[config.mk]
export PLATFORM = sky130hd
export DESIGN_NAME = gdc_serial_ctrl
export DESIGN_NICKNAME = d
export VERILOG_FILES = /design/src/gdc_pkg.sv /design/src/gdc_regmem.sv /design/src/gdc_serial_ctrl.sv
export SDC_FILE = /design/constraint.sdc
export NUM_CORES = 1
export LEC_CHECK = 0
export BUFFER_PORTS_ARGS = -buffer_cell sky130_fd_sc_hd__buf_4
export CAP_MARGIN = 20
export CORE_UTILIZATION = 65
export DETAILED_ROUTE_END_ITERATION = 7
export GPL_TIMING_DRIVEN = 0
export MAX_ROUTING_LAYER = met4
export PLACE_DENSITY = 0.79
export REMOVE_ABC_BUFFERS = 1
export SYNTH_ARGS = -nofsm -noshare
export SYNTH_HDL_FRONTEND = slang
export SYNTH_SLANG_ARGS = --single-unit
[constraint.sdc]
create_clock -name mclk_i -period 5 [get_ports mclk_i]
set_clock_uncertainty 0.05 [all_clocks]
set_input_delay 1 -clock mclk_i [delete_from_list [all_inputs] [get_ports mclk_i]]
set_output_delay 1 -clock mclk_i [all_outputs]
set_load 0.005 [all_outputs]
[src/gdc_pkg.sv]
// package: constants and types for the gate driver serial control port and power states
// Functional notes
// [RULE1] controller keeps clock low at select edges
// [RULE2] controller raises select between 16-bit words
// [RULE3] deselected: ignore clock/data, output tri-stated
// [RULE4] sample on falling edge, shift on rising
// [RULE5] words travel most significant bit first
// [RULE6] exactly 16 clocks else discard, flag error
// [RULE7] word: zero, read flag, address, data
// [RULE8] read flag one reads, zero writes
// [RULE9] second byte: old or current register contents
// [RULE10] first byte: 11 then six summary flags
// [RULE11] wake low or supply lost: sleep, drivers off
// [RULE12] leaving sleep restores register defaults
// [RULE13] standby after wake delay, drivers off
// [RULE14] operating needs wake, logic and power supply
// [RULE15] serial variant: drivers wait for enable bit
// [RULE16] pin variant: drivers enable automatically
// [RULE17] kill pin or enable bit low: gates down
// [RULE18] separate selects per device unless chained; tb drives two unchained devices from one select
// [RULE19] latched fault holds until clear command
// [RULE20] status byte captured at select fall
// [RULE21] write commits at select rise, valid frame
package gdc_pkg;
	localparam int          GDC_FRAME_BITS   = 16;
	localparam int          GDC_ADDR_W       = 6;
	localparam int          GDC_REG_DEPTH    = 64;
	localparam int          GDC_WAKE_NS      = 1000;
	localparam int          GDC_CLK_MHZ      = 25;
	localparam int          GDC_WAKE_CYC     = (GDC_WAKE_NS * GDC_CLK_MHZ + 999) / 1000;
	localparam logic [5:0]  GDC_CTRL_ADDR    = 6'h07;
	localparam int          GDC_DRV_ENABLE_BIT = 7;
	localparam int          GDC_CLEAR_FAULTS_BIT = 0;
	localparam logic [1:0]  GDC_STAT_TOP     = 2'h3;
	localparam logic [7:0]  GDC_REG_RESET    = 8'h00;
	localparam logic [4:0]  GDC_CNT_RESET    = 5'h00;

	typedef enum logic [1:0] {
		GDC_SLEEP   = 2'b00,
		GDC_WAKING  = 2'b01,
		GDC_STANDBY = 2'b11,
		GDC_OPERATE = 2'b10
	} gdc_state_t;

	typedef struct packed {
		logic shutdown;
		logic alert;
		logic mosfet_monitor_flag;
		logic supply_low_flag;
		logic supply_high_flag;
		logic thermal_watchdog_flag;
	} gdc_flags_t;

	typedef struct packed {
		logic                  zero;
		logic                  read_flag;
		logic [GDC_ADDR_W-1:0] addr;
		logic [7:0]            data;
	} gdc_cmd_t;
endpackage

[src/gdc_regmem.sv]
// register storage with registered read data
`timescale 1ns/10ps
module gdc_regmem
	import gdc_pkg::*;
#(
	parameter int DEPTH = GDC_REG_DEPTH,
	parameter int AW    = GDC_ADDR_W
) (
	input  wire logic          mclk_i,
	input  wire logic          rst_n_i,
	input  wire logic          clear_i,
	input  wire logic          we_i,
	input  wire logic [AW-1:0] waddr_i,
	input  wire logic [7:0]    wdata_i,
	input  wire logic [AW-1:0] raddr_i,
	output logic      [7:0]    rdata_o
);
	logic [7:0] mem [DEPTH];

	// clear wipes every word so a wake starts from defaults
	always_ff @(posedge mclk_i or negedge rst_n_i) begin
		if (!rst_n_i) begin
			for (int i = 0; i < DEPTH; i++) mem[i] <= GDC_REG_RESET;
			rdata_o <= GDC_REG_RESET;
		end else if (clear_i) begin
			for (int i = 0; i < DEPTH; i++) mem[i] <= GDC_REG_RESET; // [RULE12]
			rdata_o <= GDC_REG_RESET;
		end else begin
			if (we_i) mem[waddr_i] <= wdata_i;
			rdata_o <= mem[raddr_i];
		end
	end
endmodule

[src/gdc_serial_ctrl.sv]
// serial control port, power states and gate drive enable
`timescale 1ns/10ps
module gdc_serial_ctrl
	import gdc_pkg::*;
#(
	parameter bit PIN_VARIANT = 1'b0
) (
	input  wire logic       mclk_i,
	input  wire logic       rst_n_i,
	input  wire logic       chip_select_n_i,
	input  wire logic       sclk_i,
	input  wire logic       sdi_i,
	output logic            sdo_o,
	output logic            sdo_oe_o,
	input  wire logic       wake_pin_i,
	input  wire logic       logic_supply_ok_i,
	input  wire logic       power_supply_ok_i,
	input  wire logic       driver_kill_pin_i,
	input  wire gdc_flags_t fault_causes_i,
	output gdc_flags_t      fault_flags_o,
	output logic            frame_length_error_o,
	output gdc_state_t      state_o,
	output logic            core_active_o,
	output logic            charge_pump_on_o,
	output logic            gate_drive_on_o,
	output logic            gate_pulldown_o
);
	// ****************************************
	// input synchronisers
	// ****************************************
	logic       cs_s1, cs_s2;
	logic       ck_s1, ck_s2;
	logic       di_s1, di_s2;
	logic [2:0] lv_s1, lv_s2;
	logic       cs_q, ck_q;

	always_ff @(posedge mclk_i or negedge rst_n_i) begin
		if (!rst_n_i) begin
			cs_s1 <= 1'b1;
			cs_s2 <= 1'b1;
			ck_s1 <= 1'b0;
			ck_s2 <= 1'b0;
			di_s1 <= 1'b0;
			di_s2 <= 1'b0;
			lv_s1 <= 3'h0;
			lv_s2 <= 3'h0;
			cs_q  <= 1'b1;
			ck_q  <= 1'b0;
		end else begin
			cs_s1 <= chip_select_n_i;
			cs_s2 <= cs_s1;
			ck_s1 <= sclk_i;
			ck_s2 <= ck_s1;
			di_s1 <= sdi_i;
			di_s2 <= di_s1;
			lv_s1 <= {wake_pin_i, logic_supply_ok_i, driver_kill_pin_i};
			lv_s2 <= lv_s1;
			cs_q  <= cs_s2;
			ck_q  <= ck_s2;
		end
	end

	wire cs_n            = cs_s2;
	wire cs_fall         = cs_q & ~cs_n;
	wire cs_rise         = ~cs_q & cs_n;
	wire selected        = ~cs_n;
	// clock edges only count while selected
	wire ck_fall         = selected & ck_q & ~ck_s2; // [RULE3]
	wire ck_rise         = selected & ~ck_q & ck_s2; // [RULE3]
	wire wake            = lv_s2[2];
	wire logic_supply_ok = lv_s2[1];
	wire kill            = lv_s2[0];
	// power supply flag treated as a slow level, synchronised with the rest
	// fault causes come from analog monitors, so they are synchronised too
	logic       pv_s1, pv_s2;
	gdc_flags_t fc_s1, fc_s2;
	always_ff @(posedge mclk_i or negedge rst_n_i) begin
		if (!rst_n_i) begin
			pv_s1 <= 1'b0;
			pv_s2 <= 1'b0;
			fc_s1 <= '0;
			fc_s2 <= '0;
		end else begin
			pv_s1 <= power_supply_ok_i;
			pv_s2 <= pv_s1;
			fc_s1 <= fault_causes_i;
			fc_s2 <= fc_s1;
		end
	end

	// ****************************************
	// power states
	// ****************************************
	gdc_state_t state, next_state;
	logic [7:0] wake_cnt;
	wire        asleep = ~wake | ~logic_supply_ok; // [RULE11]

	always_comb begin
		next_state = state;
		case (state)
			GDC_SLEEP:   next_state = asleep ? GDC_SLEEP : GDC_WAKING;
			GDC_WAKING:  next_state = asleep ? GDC_SLEEP :
				(wake_cnt == 8'(GDC_WAKE_CYC - 1)) ? GDC_STANDBY : GDC_WAKING; // [RULE13]
			GDC_STANDBY: next_state = asleep ? GDC_SLEEP :
				pv_s2 ? GDC_OPERATE : GDC_STANDBY; // [RULE14]
			GDC_OPERATE: next_state = asleep ? GDC_SLEEP :
				pv_s2 ? GDC_OPERATE : GDC_STANDBY; // [RULE14]
			default:     next_state = GDC_SLEEP;
		endcase
	end

	always_ff @(posedge mclk_i or negedge rst_n_i) begin
		if (!rst_n_i) begin
			state    <= GDC_SLEEP;
			wake_cnt <= 8'h00;
		end else begin
			state    <= next_state;
			wake_cnt <= (state == GDC_WAKING) ? wake_cnt + 8'h01 : 8'h00;
		end
	end

	wire port_on   = (state == GDC_STANDBY) || (state == GDC_OPERATE);
	// registers held at defaults whenever asleep
	wire reg_clear = (state == GDC_SLEEP); // [RULE12]

	// ****************************************
	// serial frame
	// ****************************************
	logic [15:0] shin, shout;
	logic [4:0]  bitcnt;
	logic        frame_ok_q;
	gdc_flags_t  flags;
	gdc_cmd_t    cmd;
	logic [7:0]  rdata;
	logic        load_arm;
	logic        load_report;
	localparam logic [7:0] CLR_MASK = 8'(1 << GDC_CLEAR_FAULTS_BIT);

	assign cmd = gdc_cmd_t'(shin);
	wire frame_ok = (bitcnt == 5'(GDC_FRAME_BITS)); // [RULE6]
	wire do_write = port_on & cs_rise & frame_ok & ~cmd.zero & ~cmd.read_flag; // [RULE21] [RULE8]
	wire ctrl_hit = (cmd.addr == GDC_CTRL_ADDR);
	wire clr_cmd  = do_write & ctrl_hit & cmd.data[GDC_CLEAR_FAULTS_BIT];
	// the clear bit is a command, so it is never stored and never reads back set
	wire [7:0] wr_data = ctrl_hit ? (cmd.data & ~CLR_MASK) : cmd.data;

	always_ff @(posedge mclk_i or negedge rst_n_i) begin
		if (!rst_n_i) begin
			shin        <= 16'h0000;
			shout       <= 16'h0000;
			bitcnt      <= GDC_CNT_RESET;
			load_arm    <= 1'b0;
			load_report <= 1'b0;
		end else begin
			// the read port needs one more edge after the eighth bit settles the address
			load_arm    <= ck_fall & (bitcnt == 5'h07);
			load_report <= load_arm;
			if (cs_fall) begin
				bitcnt <= GDC_CNT_RESET;
				shout  <= {GDC_STAT_TOP, flags, 8'h00}; // [RULE20] [RULE10]
			end else if (ck_fall) begin
				shin   <= {shin[14:0], di_s2}; // [RULE4] [RULE5]
				if (bitcnt != 5'h1f) bitcnt <= bitcnt + 5'h01;
			end else if (ck_rise) begin
				shout <= {shout[14:0], 1'b0}; // [RULE4] [RULE5]
			end
			// address known after 8 bits; report byte loaded before its first bit goes out
			if (load_report) shout[15:8] <= rdata; // [RULE9]
		end
	end

	// memory read port follows the address bits; old contents come out for writes
	gdc_regmem u_mem (
		.mclk_i  (mclk_i),
		.rst_n_i (rst_n_i),
		.clear_i (reg_clear),
		.we_i    (do_write),
		.waddr_i (cmd.addr),
		.wdata_i (wr_data),
		.raddr_i (shin[5:0]), // [RULE7]
		.rdata_o (rdata)
	);

	// ****************************************
	// latched faults and outputs
	// ****************************************
	logic frame_err;
	logic drv_en;

	always_ff @(posedge mclk_i or negedge rst_n_i) begin
		if (!rst_n_i) begin
			flags     <= '0;
			frame_err <= 1'b0;
			drv_en    <= 1'b0;
		end else begin
			// new causes win over the clear in the same cycle
			flags <= (clr_cmd ? '0 : flags) | fc_s2; // [RULE19]
			if (reg_clear) frame_err <= 1'b0;
			else if (port_on & cs_rise & ~frame_ok) frame_err <= 1'b1; // [RULE6]
			else if (clr_cmd) frame_err <= 1'b0; // [RULE19]
			if (reg_clear) drv_en <= 1'b0;
			else if (do_write && ctrl_hit)
				drv_en <= cmd.data[GDC_DRV_ENABLE_BIT]; // [RULE15]
		end
	end

	wire drv_allow = PIN_VARIANT ? 1'b1 : drv_en; // [RULE16] [RULE15]
	wire gates_on  = (state == GDC_OPERATE) & drv_allow & ~kill; // [RULE17]

	always_ff @(posedge mclk_i or negedge rst_n_i) begin
		if (!rst_n_i) begin
			sdo_o                <= 1'b0;
			sdo_oe_o             <= 1'b0;
			fault_flags_o        <= '0;
			frame_length_error_o <= 1'b0;
			state_o              <= GDC_SLEEP;
			core_active_o        <= 1'b0;
			charge_pump_on_o     <= 1'b0;
			gate_drive_on_o      <= 1'b0;
			gate_pulldown_o      <= 1'b1;
		end else begin
			// status msb stands from select fall; the first rise drives the msb again, each later rise launches the next bit
			if (cs_fall) sdo_o <= GDC_STAT_TOP[1]; // [RULE10]
			else if (ck_rise) sdo_o <= shout[15]; // [RULE4]
			sdo_oe_o             <= selected & port_on; // [RULE3]
			fault_flags_o        <= flags;
			frame_length_error_o <= frame_err;
			state_o              <= state;
			core_active_o        <= port_on; // [RULE13]
			charge_pump_on_o     <= (state == GDC_OPERATE); // [RULE13]
			gate_drive_on_o      <= gates_on;
			gate_pulldown_o      <= ~gates_on; // [RULE11] [RULE17]
		end
	end
endmodule

# Word-level counts from Yosys, hierarchy flattened
# Cells that the tools add are included.
[op_classes] n_addsub=2 magnitude_cmp=3 n_eq_ne=10 n_mux=32 n_bitwise=33 reduce_logical=16
[op_table] operator="two-way mux 512 bit" count=2
[op_table] operator="bitwise mux 512 bit" count=1
[op_table] operator="binary-select mux 8 bit (select 6 bit)" count=1
[op_table] operator="demux 8 bit (select 6 bit)" count=1
[op_table] operator="two-way mux 16 bit" count=3
[op_table] operator="two-way mux 8 bit" count=6
[op_table] operator="bitwise AND 1 bit" count=17
[op_table] operator="two-way mux 5 bit" count=3
[op_table] operator=">= comparator 7 bit (second input constant)" count=2
[op_table] operator="NOT 6 -> 7 bit" count=2
[op_table] operator="NOT 1 bit" count=12
[op_table] operator="two-way mux 1 bit" count=10
[op_table] operator="nonzero test 2 bit" count=5
[op_table] operator="adder 8 x 1 -> 8 bit (second input constant)" count=1
[op_table] operator="== test 8 x 5 -> 1 bit (second input constant)" count=1
[op_table] operator="AND reduction 2 bit" count=4
[op_table] operator="less-than comparator 7 x 1 -> 1 bit (second input constant)" count=1
[op_table] operator="== test 6 x 3 -> 1 bit (second input constant)" count=1
[op_table] operator="two-way mux 2 bit" count=3
[op_table] operator="two-way mux 6 bit" count=1
[op_table] operator="OR 6 bit" count=1
[op_table] operator="case mux 2 bit (3 select lines)" count=1
[op_table] operator="nonzero test 3 bit" count=2
[op_table] operator="adder 5 x 1 -> 5 bit (second input constant)" count=1
[op_table] operator="other kinds (12)" count=14
[totals] register_bits=620

# Longest topological paths before layout
[logic_depth] depth_word=11 mapped_depth=9 mapped_depth_nobuf=7

# By module
# Synthesis repeated with hierarchy kept, for this count alone.
[unflattened] hier_cells=2755 area_unflattened_um2=29193.0
[by_module_without_submodules] module="gdc_regmem" n_inst=1 cells_per_inst=2514 area_each_um2=25732.2 seq_area_each_um2=13012.5
[by_module_without_submodules] module="gdc_serial_ctrl" n_inst=1 cells_per_inst=241 area_each_um2=3460.8 seq_area_each_um2=2307.2

# Worst setup path after synthesis
# OpenSTA, ideal clock, no wires.
[synth_path] kind="reg-to-reg" startpoint="register shin[0], in the netlist cmd[0]" endpoint="register u_mem.rdata_o[7]" setup_time_ps=121 t_arrival_ps=1864 required_ps=4829 slack_ps=2965 path_stages_with_launch=8 path_buffers=3 cell_sequence="dfrtp_1 > buf_6 > buf_6 > buf_2 > mux4_2 > a22oi_1 > nand2_1 > a22o_1"
[synth_between] elab_chain_len=5
[synth_lines] item="start: declaration" line_no="gdc_serial_ctrl.sv:129" text="logic [15:0] shin, shout;"
[synth_lines] item="start signal: assignment" line_no="gdc_serial_ctrl.sv:162" text="shin <= {shin[14:0], di_s2};"
[synth_lines] item="NOT 6 -> 7 bit (not written as such)" line_no="gdc_regmem.sv:30" text="rdata_o <= mem[raddr_i];"
[synth_lines] item="binary-select mux 8 bit (select 6 bit)" line_no="gdc_regmem.sv:30"
[synth_lines] item="two-way mux 8 bit (not written as such) (2 in series)" line_no="gdc_regmem.sv:30"
[synth_lines] item="two-way mux 8 bit" line_no="gdc_regmem.sv:25" text="end else if (clear_i) begin"
[synth_lines] item="end signal: assignment" line_no="gdc_regmem.sv:30"
[synth_lines] item="end: declaration" line_no="gdc_regmem.sv:16" text="output logic [7:0] rdata_o"
# No other way between the ends. The select of a mux whose other input is x is not followed.
# A chain may end at the register's enable or synchronous reset.

# Worst setup path in the final report
[layout_path] startpoint="register bitcnt[0]" endpoint="register frame_err"
[layout_between] elab_chain_len=7 word_cells_on_any_way=11 cone_classes="eq/ne (1); mux (2); bitwise (7); reduce/logical (1)"
[layout_lines] item="start: declaration" line_no="gdc_serial_ctrl.sv:130" text="logic [4:0] bitcnt;"
[layout_lines] item="start signal: assignment" line_no="gdc_serial_ctrl.sv:163" text="if (bitcnt != 5'h1f) bitcnt <= bitcnt + 5'h01;"
[layout_lines] item="== test 5 bit *" line_no="gdc_serial_ctrl.sv:140" text="wire frame_ok = (bitcnt == 5'(GDC_FRAME_BITS));"
[layout_lines] item="bitwise AND 1 bit (3 in series)" line_no="gdc_serial_ctrl.sv:141" text="wire do_write = port_on & cs_rise & frame_ok & ~cmd.zero & ~cmd.read_flag;"
[layout_lines] item="bitwise AND 1 bit (2 in series)" line_no="gdc_serial_ctrl.sv:143" text="wire clr_cmd = do_write & ctrl_hit & cmd.data[GDC_CLEAR_FAULTS_BIT];"
[layout_lines] item="nonzero test 3 bit (no source line)"
[layout_lines] item="end signal: assignment" line_no="gdc_serial_ctrl.sv:193" text="frame_err <= 1'b0;"
[layout_lines] item="end signal: assignment" line_no="gdc_serial_ctrl.sv:198" text="if (reg_clear) frame_err <= 1'b0;"
[layout_lines] item="end signal: assignment" line_no="gdc_serial_ctrl.sv:199" text="else if (port_on & cs_rise & ~frame_ok) frame_err <= 1'b1;"
[layout_lines] item="end: declaration" line_no="gdc_serial_ctrl.sv:187" text="logic frame_err;"
# Mark *: on every way between the ends. The rest lies on a longest branch, timed or not.

==> results.sh <==
export IMPL_instances_no_fill=3494
export IMPL_drc=0
export IMPL_cap_violations=0
export IMPL_postCtsSetupBuffers=0
export IMPL_cpMaxStageDelayCell="nor2_1"
export IMPL_synth_seq_cells=612
export IMPL_grt_overflow_total=0
export IMPL_cts_buffer_depth=3
export IMPL_r2r_end="frame_err"
export IMPL_outcome="finished, final reports clean"
export IMPL_crit_buf_inv=2
export IMPL_crit_cells=8
export IMPL_crit_family="simple AND/OR/NAND/NOR gates"
export IMPL_drtIter0Drc=3419
export IMPL_worstPathArrival_ps=4160
export IMPL_pwr_share_comb_pct=12.9
export IMPL_avgSynthCellArea_um2=9.95
export IMPL_final_cell_mix="1,053 x nand2_1, 600 x dfrtp_1, 528 x a21oi_1"
export IMPL_fillers=2833
export IMPL_end_kind="flip-flop"
export IMPL_worstRegToRegCells=8
export IMPL_start_util_pct=65.8
export IMPL_crit_required_ps=5480
export IMPL_worst_r2r_setup_slack_ps=1320
export IMPL_dp_hpwl_um=50900
export IMPL_post_cts_resized=0
export IMPL_yosysSeqAreaShare_pct=52.7
export IMPL_ir_drop_v=0.000336
export IMPL_cts_made_buffers=61
export IMPL_switching_share_pct=28.1
export IMPL_timing_setup_tns_ps=0
export IMPL_p_leak_uw=0.0128
export IMPL_firstDrtPassIters=6
export IMPL_postPlaceCellArea_um2=30000
export IMPL_fin_area_um2=32000
export IMPL_grt_first_pass_wirelength_um=130000
export IMPL_clock_latency_ps=650
export IMPL_netlist_area_um2=29100
export IMPL_synthFlopType="dfrtp_1"
export IMPL_gp_congestion=0.905
export IMPL_nNetsFinal=2872
export IMPL_maxSlewHeadroom_pct=19.3
export IMPL_viasPerCell=6.70
export IMPL_cts_sinks=612
export IMPL_path_cells="inv_1 > ha_1 > and4bb_2 > nand4b_4 > buf_12 > nor2_1 > nand2_1 > a32o_1"
export IMPL_synth_distinct_cells=65
export IMPL_rows=77
export IMPL_holdCritPathClass="in -> async"
export IMPL_drive_above_1_share_pct=14.2
export IMPL_clock_fmax_mhz=272
export IMPL_pwr_share_clk_pct=40.8
export IMPL_num_io_pins=30
export IMPL_setup_viol_count_final=0
export IMPL_area_growth_pct=10.2
export IMPL_dp_cells=3377
export IMPL_post_route_period_util_pct=73.6
export IMPL_path_clk_slew_ps=60
export IMPL_cts_hold_buf=0
export IMPL_p_int_uw=8240
export IMPL_grtUsageTotal_pct=38.9
export IMPL_final_max_slew_viol_count=0
export IMPL_power_uw=11500
export IMPL_fin_crit_ps=3680
export IMPL_routedWlPerCell_um=23.9
export IMPL_synth_edff_count=0
export IMPL_worstSetupStartpointType="flip-flop"
export IMPL_final_common_cell="nand2_1"
export IMPL_async_reset_ff_share_pct=100
export IMPL_timing_rr_start="bitcnt[0]"
export IMPL_dieArea_um2=45600
export IMPL_critPathLaunch="bitcnt[0]"
export IMPL_final_core_util_pct=72.5
export IMPL_num_vias=23400
export IMPL_multi_input_area_um2=12800
export IMPL_seqCellArea_um2=15300
export IMPL_cts_max_level=2
export IMPL_numPortBuffers=29
export IMPL_crit_path_max_fanout=17
export IMPL_cts_tree="built"
export IMPL_synthCells=2924
export IMPL_tightest_slew_ps=1210
export IMPL_ant_nets=0
export IMPL_ys_warn_count=0
export IMPL_seq_power_share_pct=46.2
export IMPL_cts_root_buf="clkbuf_16"
export IMPL_wl_um=83400
export IMPL_p_sw_uw=3230
export IMPL_grt_pass1_vias=23300
export IMPL_final_hold_violation_count=0
export IMPL_crit_end="frame_err"
export IMPL_chipHeight_um=214
export IMPL_die_w_um=214
export IMPL_rsz0062_at_grt="false"
export IMPL_antenna_found_initial=0
export IMPL_max_stage_delay_ps=640
export IMPL_core_area_um2=44200
export IMPL_cellPowerDensity_nw_per_um2=358
export IMPL_crit_type="reg -> reg"
export IMPL_grt_max_degree=132
metrics by stage:
stage	setup WS, ps	hold slack (ps)
after floorplan	-13890	281
after global placement	-25400	286
after detailed placement	1400	289
after CTS	1400	303
after global routing	1280	305
final	1320	282
state kept, by name, summed over array words and instances (netlist names), 2 cells and up:
signal	flops
bitcnt	5
cmd	16
fault_flags_o	6
fc_s1	6
fc_s2	6
flags	6
lv_s1	3
lv_s2	3
shout	8
state	2
state_o	2
u_mem.mem	512
u_mem.rdata_o	8
wake_cnt	8
cell usage after synthesis (2+ instances only):
master,n,area share [%]
nand2_1,1053,14
dfrtp_1,608,52
a21oi_1,528,9.1
clkbuf_1,125,1.6
mux4_2,125,9.7
nand3_1,70,1.2
nor3_4,59,3.3
buf_2,46,0.79
mux2i_1,39,1.3
nor2_1,33,0.43
mux2_2,24,0.93
buf_4,22,0.57
a22oi_1,16,0.41
o21ai_0,15,0.26
nor2b_1,14,0.30
nor3_1,11,0.19
a211oi_1,7,0.18
nand2b_1,7,0.15
o22ai_1,7,0.15
a2111oi_0,6,0.18
a21o_1,6,0.15
buf_1,6,0.077
buf_6,6,0.23
inv_1,6,0.077
and2_1,5,0.11
ha_1,5,0.22
xor2_1,5,0.15
a22o_1,4,0.12
and3_1,4,0.086
and3b_1,4,0.12
dfstp_2,4,0.36
or3_1,4,0.086
nor3_2,3,0.10
nor3b_1,3,0.077
o221ai_1,3,0.090
or2_2,3,0.065
or3b_2,3,0.090
a31o_1,2,0.060
nand3_2,2,0.069
nand3b_1,2,0.052
nand3b_2,2,0.077
nor3b_2,2,0.086
nor4_1,2,0.043
xnor2_1,2,0.060
final cells by class:
type,instances,area share (%)
diodes,1,0.00781
clock buffers,92,5.53
clock inverters,20,0.769
inverters,6,0.0703
multi-input cells,2099,39.9
flip-flops and latches,612,47.9
well taps,592,2.31
repair buffers,72,3.48
cell families (layout without fill, tap and decap cells):
kind of cell | after synthesis | in the layout | synth area share, %
fa+ha+maj | 5 | 5 | 0.215
compound gates | 605 | 605 | 11.0
flops | 612 | 612 | 52.7
buf+inv | 213 | 190 | 3.43
simple gates | 1294 | 1294 | 20.5
mux | 188 | 188 | 12.0
other cells | 0 | 1 | 0
xor+xnor | 7 | 7 | 0.211
layer usage:
layer / track usage, % / part of all wire, % / up-vias
met1: 49.1 / 36 / 11600
met2: 58.5 / 47 / 1612
met5: - / 0 / -
met3: 9.17 / 12 / 355
met4: 21.8 / 5.7 / 0
li1: - / - / 9883
power groups by stage:
stage | combinational [uW] | sequential [uW] | clock [uW]
finish | 1480 | 5300 | 4680
global route | 1540 | 5310 | 4870
CTS | 1460 | 5290 | 4690
detailed placement | 1440 | 5380 | 0
global placement | 1020 | 5810 | 0
floorplan | 667 | 5530 | 0
worst min path at each step:
stage,from,end,slack [ps],depth (start not counted)
2_1_floorplan,ck_s1,ck_s2,280,0
5_1_grt,fc_s1[3],fc_s2[3],300,0
6_report,rst_n_i,wake_cnt[7],280,1
3_5_place_dp,di_s1,di_s2,290,0
4_1_cts,fc_s1[3],fc_s2[3],300,0
3_3_place_gp,load_arm,load_report,290,0
Power figures use the tool's default switching activity.
